**config.mk**
```make
export PLATFORM = sky130hd
export DESIGN_NAME = timer_count_reg_prescaler
export DESIGN_NICKNAME = d
export VERILOG_FILES = /design/src/hw/timer_count_reg_prescaler.v
export VERILOG_INCLUDE_DIRS = /design/src /design/src/hw
export SDC_FILE = /design/constraint.sdc
export NUM_CORES = 1
export LEC_CHECK = 0
export ABC_AREA = 1
export BUFFER_PORTS_ARGS = -buffer_cell sky130_fd_sc_hd__buf_2
export CAP_MARGIN = 10
export CORE_MARGIN = 2
export CORE_UTILIZATION = 56
export CTS_CLUSTER_SIZE = 14
export DETAILED_ROUTE_END_ITERATION = 7
export PLACE_DENSITY = 0.86
export SLEW_MARGIN = 20
export SYNTH_ARGS = -nofsm -noshare
export SYNTH_HDL_FRONTEND = slang
export SYNTH_SLANG_ARGS = --single-unit
```
**constraint.sdc**
```tcl
create_clock -name clk_i -period 4.8 [get_ports clk_i]
set_input_delay 0.96 -clock clk_i [delete_from_list [all_inputs] [get_ports clk_i]]
set_output_delay 0.96 -clock clk_i [all_outputs]
set_load 0.01 [all_outputs]
```
**src/hw/timer_count_reg_regs.vh**
```
// register offsets, field positions, reset values and timing counts for the timer/prescaler block
// assumes a 32-bit apb slave, one aligned word per register
//
// Contract
// - count rolling from ff to 00 sets the overflow flag, control bit 2.
// - interrupt request is masked by enable bit 5; the flag still records.
// - timer is halted during sleep; no overflow, no wake.
// - external path sampled on phases two and four of each instruction cycle.
// - in counter mode with divider, input first divided, then synchronised; here it is synchronised first, then divided.
// - increment lags the external edge because of synchronisation.
// - one 8-bit divider serves timer or watchdog, never both.
// - assign bit and three ratio bits in option bits 3:0 select owner and ratio.
// - count writes clear the divider while it belongs to the timer.
// - watchdog clear resets watchdog and divider while divider belongs to watchdog.
// - divider value is never readable or writable by software.
// - divider assignment may change at any time.
// - option 0xc3: pull-ups off, rising edge interrupt, internal clock, 1:16.
// - option 0x37: pull-ups on, falling edge interrupt, external falling, 1:256.
// - source bit clear counts cycles; set counts input edges per edge select.
// - ratio codes give timer 2..256 or watchdog 1..128 in powers of two.
// - after a count write, counting is suppressed for two instruction cycles.
`ifndef TIMER_COUNT_REG_REGS_VH
`define TIMER_COUNT_REG_REGS_VH

// ----------------------------------------------------------------
// register byte offsets
// ----------------------------------------------------------------
`define TIMER_COUNT_REG_COUNT_OFS 12'h000
`define TIMER_COUNT_REG_OPTION_OFS 12'h004
`define TIMER_COUNT_REG_INTCTL_OFS 12'h008
`define TIMER_COUNT_REG_CMD_OFS 12'h00c

// ----------------------------------------------------------------
// option fields
// ----------------------------------------------------------------
`define TIMER_COUNT_REG_OPT_PULLUP_OFF 7
`define TIMER_COUNT_REG_OPT_INT_EDGE 6
`define TIMER_COUNT_REG_OPT_SRC_SEL 5
`define TIMER_COUNT_REG_OPT_EDGE_SEL 4
`define TIMER_COUNT_REG_OPT_ASSIGN 3
`define TIMER_COUNT_REG_OPT_RATIO_HI 2
`define TIMER_COUNT_REG_OPT_RESET 8'hff

// ----------------------------------------------------------------
// interrupt control and command fields
// ----------------------------------------------------------------
`define TIMER_COUNT_REG_INT_FLAG 2
`define TIMER_COUNT_REG_INT_ENABLE 5
`define TIMER_COUNT_REG_INT_GLOBAL 7
`define TIMER_COUNT_REG_INT_RESET 8'h00
`define TIMER_COUNT_REG_CMD_WDT_CLR 0
`define TIMER_COUNT_REG_CMD_SLEEP 1

// ----------------------------------------------------------------
// timing
// ----------------------------------------------------------------
`define TIMER_COUNT_REG_PHASES 4
`define TIMER_COUNT_REG_INHIBIT_CYC 2'h2

`endif

```
**src/hw/timer_count_reg_prescaler.v**
```verilog
// timer/counter with shared timer-prescaler / watchdog-postscaler divider, apb registers
// assumes ext_count_i may be asynchronous to clk_i and synchronises it here; four clk_i cycles form one instruction cycle
//
// Implementation choices: the placing of the registers and the APB register port.
`timescale 1ns/10ps
`include "timer_count_reg_regs.vh"

module timer_count_reg_prescaler #(
    parameter DIV_WIDTH = 8
) (
    // clock and reset
    input wire clk_i,
    input wire reset_i,
    // apb slave
    input wire psel_i,
    input wire penable_i,
    input wire pwrite_i,
    input wire [11:0] paddr_i,
    input wire [31:0] pwdata_i,
    output reg [31:0] prdata_o,
    output wire pready_o,
    output wire pslverr_o,
    // pin and neighbours
    input wire ext_count_i,
    input wire wdt_tick_i,
    output reg wdt_tick_o,
    output reg wdt_clear_o,
    output wire overflow_irq_o,
    output wire pullup_disable_o,
    output wire int_rising_edge_o,
    output wire sleep_o
);

    // ----------------------------------------------------------------
    // helpers
    // ----------------------------------------------------------------
    // selected divider tap: timer uses bit ratio, watchdog one lower (ratio 0 = 1:1)
    function tap_bit;
        input [DIV_WIDTH-1:0] cnt;
        input [2:0] idx;
        begin
            tap_bit = cnt[idx];
        end
    endfunction

    wire apb_write = psel_i & penable_i & pwrite_i;
    wire apb_read = psel_i & penable_i & ~pwrite_i;
    wire hit_count = (paddr_i == `TIMER_COUNT_REG_COUNT_OFS);
    wire hit_option = (paddr_i == `TIMER_COUNT_REG_OPTION_OFS);
    wire hit_intctl = (paddr_i == `TIMER_COUNT_REG_INTCTL_OFS);
    wire hit_cmd = (paddr_i == `TIMER_COUNT_REG_CMD_OFS);
    wire mapped = hit_count | hit_option | hit_intctl | hit_cmd;

    assign pready_o = 1'b1;
    assign pslverr_o = psel_i & penable_i & ~mapped;

    // ----------------------------------------------------------------
    // registers
    // ----------------------------------------------------------------
    reg [7:0] timer_count_reg;
    reg [7:0] option_reg;
    reg [7:0] interrupt_control_reg;
    reg sleep_reg;
    reg [DIV_WIDTH-1:0] div_reg;
    reg [1:0] phase_reg;
    reg [1:0] inhibit_reg;
    reg sync1_reg;
    reg sync2_reg;
    reg ext_samp_reg;

    wire count_wr = apb_write & hit_count;
    wire cmd_wr = apb_write & hit_cmd;
    wire wdt_clr_cmd = cmd_wr & pwdata_i[`TIMER_COUNT_REG_CMD_WDT_CLR];
    wire to_wdt = option_reg[`TIMER_COUNT_REG_OPT_ASSIGN];
    wire src_ext = option_reg[`TIMER_COUNT_REG_OPT_SRC_SEL];
    wire [2:0] ratio = option_reg[`TIMER_COUNT_REG_OPT_RATIO_HI:0];
    wire overflow_flag = interrupt_control_reg[`TIMER_COUNT_REG_INT_FLAG];
    wire overflow_irq_enable = interrupt_control_reg[`TIMER_COUNT_REG_INT_ENABLE];
    wire global_irq_enable = interrupt_control_reg[`TIMER_COUNT_REG_INT_GLOBAL];
    wire cycle_end = (phase_reg == 2'h3);

    assign pullup_disable_o = option_reg[`TIMER_COUNT_REG_OPT_PULLUP_OFF];
    assign int_rising_edge_o = option_reg[`TIMER_COUNT_REG_OPT_INT_EDGE];
    assign sleep_o = sleep_reg;
    assign overflow_irq_o = overflow_flag & overflow_irq_enable & global_irq_enable;

    // ----------------------------------------------------------------
    // phase clock and external input sampling
    // ----------------------------------------------------------------
    // phase 1 and 3 stand for the second and fourth quarter of the cycle
    wire sample_phase = phase_reg[0];
    // edge select by xor: falling edges become rising edges of the sampled level
    wire ext_pol = ext_count_i ^ option_reg[`TIMER_COUNT_REG_OPT_EDGE_SEL];

    always @(posedge clk_i or posedge reset_i) begin
        if (reset_i) begin
            phase_reg <= 2'h0;
            // idle-low pin xor reset edge select is high: start there, no false edge
            sync1_reg <= 1'b1;
            sync2_reg <= 1'b1;
            ext_samp_reg <= 1'b1;
        end else begin
            phase_reg <= phase_reg + 2'h1;
            sync1_reg <= ext_pol;
            sync2_reg <= sync1_reg;
            if (sample_phase) begin
                ext_samp_reg <= sync2_reg;
            end
        end
    end

    // ----------------------------------------------------------------
    // divider input: timer events or watchdog ticks
    // ----------------------------------------------------------------
    // one cycle pulse per qualifying edge, delayed by the synchroniser
    reg ext_samp_d_reg;
    wire ext_edge = ext_samp_reg & ~ext_samp_d_reg;
    wire timer_src_evt = src_ext ? ext_edge : cycle_end;
    wire running = ~sleep_reg & (inhibit_reg == 2'h0);
    wire div_in = to_wdt ? wdt_tick_i : (timer_src_evt & running);
    // divider clears on count write (timer owned) or watchdog clear (watchdog owned)
    wire div_clear = (~to_wdt & count_wr) | (to_wdt & wdt_clr_cmd);

    // bit ratio of the divider falls every 2^(ratio+1) input events
    wire [DIV_WIDTH-1:0] div_plus = div_reg + {{(DIV_WIDTH-1){1'b0}}, 1'b1};
    wire tap_now = tap_bit(div_reg, ratio);
    wire tap_next = tap_bit(div_plus, ratio);
    wire timer_div_evt = div_in & tap_now & ~tap_next;
    wire wdt_lower_now = (ratio == 3'h0) ? 1'b1 : tap_bit(div_reg, ratio - 3'h1);
    wire wdt_lower_next = (ratio == 3'h0) ? 1'b0 : tap_bit(div_plus, ratio - 3'h1);
    // watchdog ratio 0 passes each tick undivided
    wire wdt_div_evt = div_in & wdt_lower_now & ~wdt_lower_next;
    // divider given to the watchdog leaves the timer undivided
    wire timer_inc = to_wdt ? (timer_src_evt & running) : timer_div_evt;

    always @(posedge clk_i or posedge reset_i) begin
        if (reset_i) begin
            div_reg <= {DIV_WIDTH{1'b0}};
            ext_samp_d_reg <= 1'b1;
            wdt_tick_o <= 1'b0;
            wdt_clear_o <= 1'b0;
        end else begin
            ext_samp_d_reg <= ext_samp_reg;
            // reassignment needs no stop; divider simply keeps running for the new owner
            if (div_clear) begin
                div_reg <= {DIV_WIDTH{1'b0}};
            end else if (div_in) begin
                div_reg <= div_plus;
            end
            wdt_tick_o <= to_wdt ? wdt_div_evt : wdt_tick_i;
            wdt_clear_o <= wdt_clr_cmd;
        end
    end

    // ----------------------------------------------------------------
    // count, inhibit, overflow flag, option, sleep
    // ----------------------------------------------------------------
    wire intctl_wr = apb_write & hit_intctl;
    wire overflow_set = timer_inc & (timer_count_reg == 8'hff);

    always @(posedge clk_i or posedge reset_i) begin
        if (reset_i) begin
            timer_count_reg <= 8'h00;
            option_reg <= `TIMER_COUNT_REG_OPT_RESET;
            interrupt_control_reg <= `TIMER_COUNT_REG_INT_RESET;
            sleep_reg <= 1'b0;
            inhibit_reg <= 2'h0;
        end else begin
            if (count_wr) begin
                timer_count_reg <= pwdata_i[7:0];
                inhibit_reg <= `TIMER_COUNT_REG_INHIBIT_CYC;
            end else begin
                if (timer_inc) begin
                    timer_count_reg <= timer_count_reg + 8'h01;
                end
                if (cycle_end && inhibit_reg != 2'h0) begin
                    inhibit_reg <= inhibit_reg - 2'h1;
                end
            end
            if (apb_write && hit_option) begin
                option_reg <= pwdata_i[7:0];
            end
            // flag set wins over a software clear in the same cycle
            if (intctl_wr) begin
                interrupt_control_reg <= pwdata_i[7:0] | {5'h00, overflow_set, 2'h0};
            end else if (overflow_set) begin
                interrupt_control_reg[`TIMER_COUNT_REG_INT_FLAG] <= 1'b1;
            end
            // sleep ends only by software clear here; wake logic lives elsewhere
            if (cmd_wr) begin
                sleep_reg <= pwdata_i[`TIMER_COUNT_REG_CMD_SLEEP];
            end
        end
    end

    // ----------------------------------------------------------------
    // read mux; divider has no window at all
    // ----------------------------------------------------------------
    always @* begin
        prdata_o = 32'h00000000;
        if (apb_read) begin
            case (paddr_i)
                `TIMER_COUNT_REG_COUNT_OFS: prdata_o = {24'h000000, timer_count_reg};
                `TIMER_COUNT_REG_OPTION_OFS: prdata_o = {24'h000000, option_reg};
                `TIMER_COUNT_REG_INTCTL_OFS: prdata_o = {24'h000000, interrupt_control_reg};
                `TIMER_COUNT_REG_CMD_OFS: prdata_o = {30'h00000000, sleep_reg, 1'b0};
                default: prdata_o = 32'h00000000;
            endcase
        end
    end

endmodule // timer_count_reg_prescaler

```
### Word-level counts from Yosys, hierarchy flattened

Cells that the tools add are included.

* word-level logic and storage cells: 93
* input bits: 51
* flip-flop bits (word level): 43
* output and inout bits: 40

* reductions and logical operators: 10
* muxes and demuxes: 24
* magnitude comparators: 2
* bitwise operators: 33
* eq/ne operators: 5
* add/sub/neg operators: 5

Operator list (number)
* 2-to-1 mux 8 bit: 5
* one-hot mux 8 bit (4 select lines): 1
* equality test 12 x 4 -> 1 bit (second input constant): 2
* bitwise AND 1 bit: 20
* adder 8 x 1 -> 8 bit (second input constant): 2
* binary-select mux 1 bit (select 3 bit): 4
* equality test 12 x 3 -> 1 bit (second input constant): 1
* zero test 12 bit: 1
* 2-to-1 mux 1 bit: 12
* nonzero test 2 bit: 5
* equality test 8 bit (second input constant): 1
* < comparator 3 x 4 -> 1 bit (second input constant): 2
* OR 8 x 3 -> 8 bit: 1
* NOT 1 bit: 7
* 2-to-1 mux 2 bit: 2
* OR 1 bit: 4
* zero test 3 bit: 1
* subtractor 3 x 1 -> 3 bit (second input constant): 1
* adder 2 x 1 -> 2 bit (second input constant): 1
* equality test 2 bit (second input constant): 1
* logical AND 1 bit: 2
* zero test 2 bit: 1
* subtractor 2 x 1 -> 2 bit (second input constant): 1
* XOR 1 bit: 1

### Logic depth before layout (Yosys ltp)

* depth in word-level cells: 11
* mapped depth: 12
* mapped depth without buffers: 12

### Worst setup path after synthesis

OpenSTA, ideal clock, no wires.

* kind: input-to-output
* start: input port paddr_i[1]
* end: output port prdata_o[2]
* slack: 1.882 ns
* path buffers: 0
* cell stages on the path: 9
* arrival: 1.958 ns
* data required time: 3.840 ns
* cells stage by stage: nor2_4 -> inv_2 -> nor3_4 -> nand2_1 -> nand4_2 -> nand3_4 -> inv_2 -> nand2_1 -> inv_1

* longest elaborated chain between the ends: 3
* elaborated cells between the ends (all ways): 6
* classes of those cells: eq/ne (3); mux (2); reduce/logical (1)

Ends and longest elaborated chain
* start, declared: line timer_count_reg_prescaler.v:18 `input wire [11:0] paddr_i,`
* equality test 12 x 4 -> 1 bit, or another cell as far along: line timer_count_reg_prescaler.v:202 `case (paddr_i)`
* one-hot mux 8 bit (4 select lines) (*): line timer_count_reg_prescaler.v:202
* 2-to-1 mux 8 bit (*): line timer_count_reg_prescaler.v:201 `if (apb_read) begin`
* end, declared: line timer_count_reg_prescaler.v:20 `output reg [31:0] prdata_o,`

Every way passes the cells marked *; elsewhere a longest branch is shown, timed or not.

### Final worst setup path

* start: input port paddr_i[9]
* end: output port prdata_o[2]

The elaborated chain is that of the path after synthesis.

==> run summary <==
Setup-failing EPs final -> 0
Ant. Diodes -> 0
category of the worst setup path launch point -> primary input
netlist area before placement -> 0.00296 mm2
Post-Synth Adder-Cell Area -> 2.54%
most used flip-flop cell after synthesis -> sky130_fd_sc_hd__dfrtp_1
number of buffers created by CTS -> 5
drc violations -> 0
post-CTS setup repair buffer count -> 0
combined area of the multi-input logic cells -> 0.00152 mm2
sequential cell area in the final layout -> 0.00109 mm2
deepest level of the CTS H-tree -> 2
share of the core filled with cells in the final layout -> 63.0%
Synth Area in Simple Gates -> 29.6%
count of flip-flops with a built-in enable after synthesis -> 0
Cell Pwr Density -> 360 mW/mm2
final net count -> 479
Final Critical Period -> 3650 ps
count of clock tree sinks -> 43
layout filler cell count -> 450
core area -> 0.00511 mm2
result of the run -> completed
fraction of the mapped netlist area in compound gates -> 12.9%
via count -> 2695
cell type contributing the most total cell area after synthesis -> sky130_fd_sc_hd__dfrtp_1
number of flip-flops and latches in the synthesized netlist -> 43
critical path arrival -> 2690 ps
Data required, critical path -> 3840 ps
library cells used by synthesis -> 41
cts-stage hold buffer count -> 0
post-synthesis cell count -> 383
count of maximum capacitance violations -> 0
xor-xnor portion of the synthesized cell area -> 2.37%
synthesis-to-finish area growth -> 8.71%
longest individual stage delay on the worst path -> 410 ps
total grt overflow -> 0
crit path capture type -> primary output
critical path class -> in2out
worst min-delay path class -> reg2reg
TritonCTS clock tree -> built
post-detail-place hpwl -> 4950 um
via count of the first global-routing pass -> 2549
die area -> 0.00588 mm2
family with the most delay on the worst path -> simple AND/OR/NAND/NOR gates
relative max-transition margin -> 45.2%
Hold Violations, Final -> 0
area fraction of the dominant cell type after synthesis -> 26.2%
Syn. warnings -> 0
Max rail drop VDD -> 0.211 mV
post-route clock skew -> 5.59 ps
max-slew violation total from the final report -> 0
cell count of the worst hold path -> 0
CTS root buffer -> sky130_fd_sc_hd__clkbuf_8
number of optimization iterations in the first detailed-route pass -> 5
Levels on crit path -> 12
sequential-to-total area share from yosys stat -> 36.9%
standard-cell row count -> 26
fraction of final layout cells sized beyond drive strength 1 -> 23.6%
dominant combinational cell family by area after synthesis -> simple AND/OR/NAND/NOR gates
Fin Setup TNS -> 0 ps
critical path peak fanout -> 11
Avg Cell Area, Syn -> 7.72 um2
ratio of final minimum period to clock period -> 76.1%
Longest Clk Path Bufs -> 2
chain of cells forming the critical path -> buf_2 > nor2_1 > nand2_1 > nor2_1 > buf_4 > nand4_1 > nand4_2 > nand3_4 > inv_2 > nand2_1 > inv_1 > buf_2
Static Leak -> 1.62 nW
clock transition at the registers of the reported paths -> 80 ps
global-route wire length before repair -> 11800 um
WL per Instance -> 14.2 um
slowest stage cell on the critical path -> sky130_fd_sc_hd__nand4_1
aggregate global-route resource usage -> 24.8%
clk_lat worst skew -> 300 ps
num ports -> 91
synth top area cells -> sky130_fd_sc_hd__dfrtp_1 26%, sky130_fd_sc_hd__dfstp_2 11%, sky130_fd_sc_hd__nand2_1 11%, sky130_fd_sc_hd__buf_4 7.1%, sky130_fd_sc_hd__o21ai_0 5.2%
starting density of the core -> 57.9%
remaining antenna violation count -> 0
average via count per standard cell -> 5.47
Iter 0 DRT Violations -> 240
CTS resizes -> 0
fmax -> 0.274 GHz
Buf/Inv on CP -> 5
transition time at the pin with the least slew margin -> 816 ps
unrepaired setup endpoints after global routing -> false
number of cells on the worst reg-to-reg path -> 10
antenna violations before repair -> 0
Async SR Flop Fraction -> 100%
RD Place Congestion -> 0.911
port bufs -> 41
Chip Height -> 76.7 um
routed wire length -> 7000 um
share of cell area taken by muxes after synthesis -> 0.761%
chip width -> 76.7 um
largest net degree at the start of global routing -> 44
==> per-stage QoR <==
step                hold WS (ps)  setup slack, ps  power (mW)  instance area (um2)  instances
floorplan                    345             1880       0.784                 3040        406
global placement             346             1230       0.847                 3100        485
detailed placement           351             1180       0.863                 3100        485
CTS                          363             1170        1.15                 3220        493
global route                 366              960        1.23                 3220        493
finish                       360             1150        1.16                 3220        493
==> area by class of cell <==
class	count	share of cell area (%)
timing repair buffer	43	6.85
clock buffer	5	2.14
clock inverter	3	1.36
sequential	43	33.9
multi-input combinational	281	47.2
inverter	48	5.76
tap	70	2.72
==> layout by cell type (no fill, tap or decap), types with 5 or more instances in the layout <==
master	n
sky130_fd_sc_hd__inv_1	40
sky130_fd_sc_hd__ha_1	6
sky130_fd_sc_hd__xor2_1	6
sky130_fd_sc_hd__nor2_1	24
sky130_fd_sc_hd__dfstp_2	12
sky130_fd_sc_hd__nand4_1	12
sky130_fd_sc_hd__o21ai_0	31
sky130_fd_sc_hd__inv_2	6
sky130_fd_sc_hd__nand2_2	5
sky130_fd_sc_hd__buf_2	41
sky130_fd_sc_hd__nand2_1	84
sky130_fd_sc_hd__conb_1	25
sky130_fd_sc_hd__clkbuf_8	5
sky130_fd_sc_hd__a21oi_1	15
sky130_fd_sc_hd__nand3_1	25
sky130_fd_sc_hd__dfrtp_1	31
==> power by group <==
group | internal (mW) | switching, mW
logic | 0.136 | 0.213
registers | 0.430 | 0.0892
clock network | 0.155 | 0.135
==> synthesized netlist by cell type, types with 3 or more instances <==
cell type,count
sky130_fd_sc_hd__nand2_1,84
sky130_fd_sc_hd__inv_1,41
sky130_fd_sc_hd__dfrtp_1,31
sky130_fd_sc_hd__o21ai_0,31
sky130_fd_sc_hd__buf_4,28
sky130_fd_sc_hd__nand3_1,25
sky130_fd_sc_hd__nor2_1,24
sky130_fd_sc_hd__a21oi_1,15
sky130_fd_sc_hd__dfstp_2,12
sky130_fd_sc_hd__nand4_1,12
sky130_fd_sc_hd__ha_1,6
sky130_fd_sc_hd__inv_2,6
sky130_fd_sc_hd__xor2_1,6
sky130_fd_sc_hd__nand2_2,5
sky130_fd_sc_hd__buf_2,4
sky130_fd_sc_hd__nand3_2,4
sky130_fd_sc_hd__nand3_4,4
sky130_fd_sc_hd__o21ai_1,4
sky130_fd_sc_hd__o21ai_2,4
sky130_fd_sc_hd__nor2_2,3
sky130_fd_sc_hd__nor2_4,3
sky130_fd_sc_hd__nor3_1,3
sky130_fd_sc_hd__o221ai_1,3
sky130_fd_sc_hd__o22ai_1,3
==> layer usage <==
layer  global-route usage, %  wire (um)
met5                       0          0
met4                    9.27        104
met3                    4.59        515
met2                    42.5       3550
met1                    31.1       2840
==> worst paths after layout <==
check / startpoint / end / slack (ps)
setup / recovery: paddr_i[9] / prdata_o[2] / 1150
setup reg to reg: inhibit_reg[0] / div_reg[3] / 2390
max in group asynchronous: reset_i / option_reg[6] / 3640
hold reg to reg: sync1_reg / sync2_reg / 360
hold / removal: sync1_reg / sync2_reg / 360
min in group asynchronous: reset_i / div_reg[7] / 780
==> cell families (layout without fill, tap and decap cells) <==
group           after synthesis  count (layout)
compound gates               67              67
xor+xnor                      8               8
fa+ha+maj                     6               6
buf+inv                      82              99
flops                        43              43
mux                           2               2
other cells                   2              25
simple gates                173             173
No activity file was read; power rests on OpenSTA's default activity.
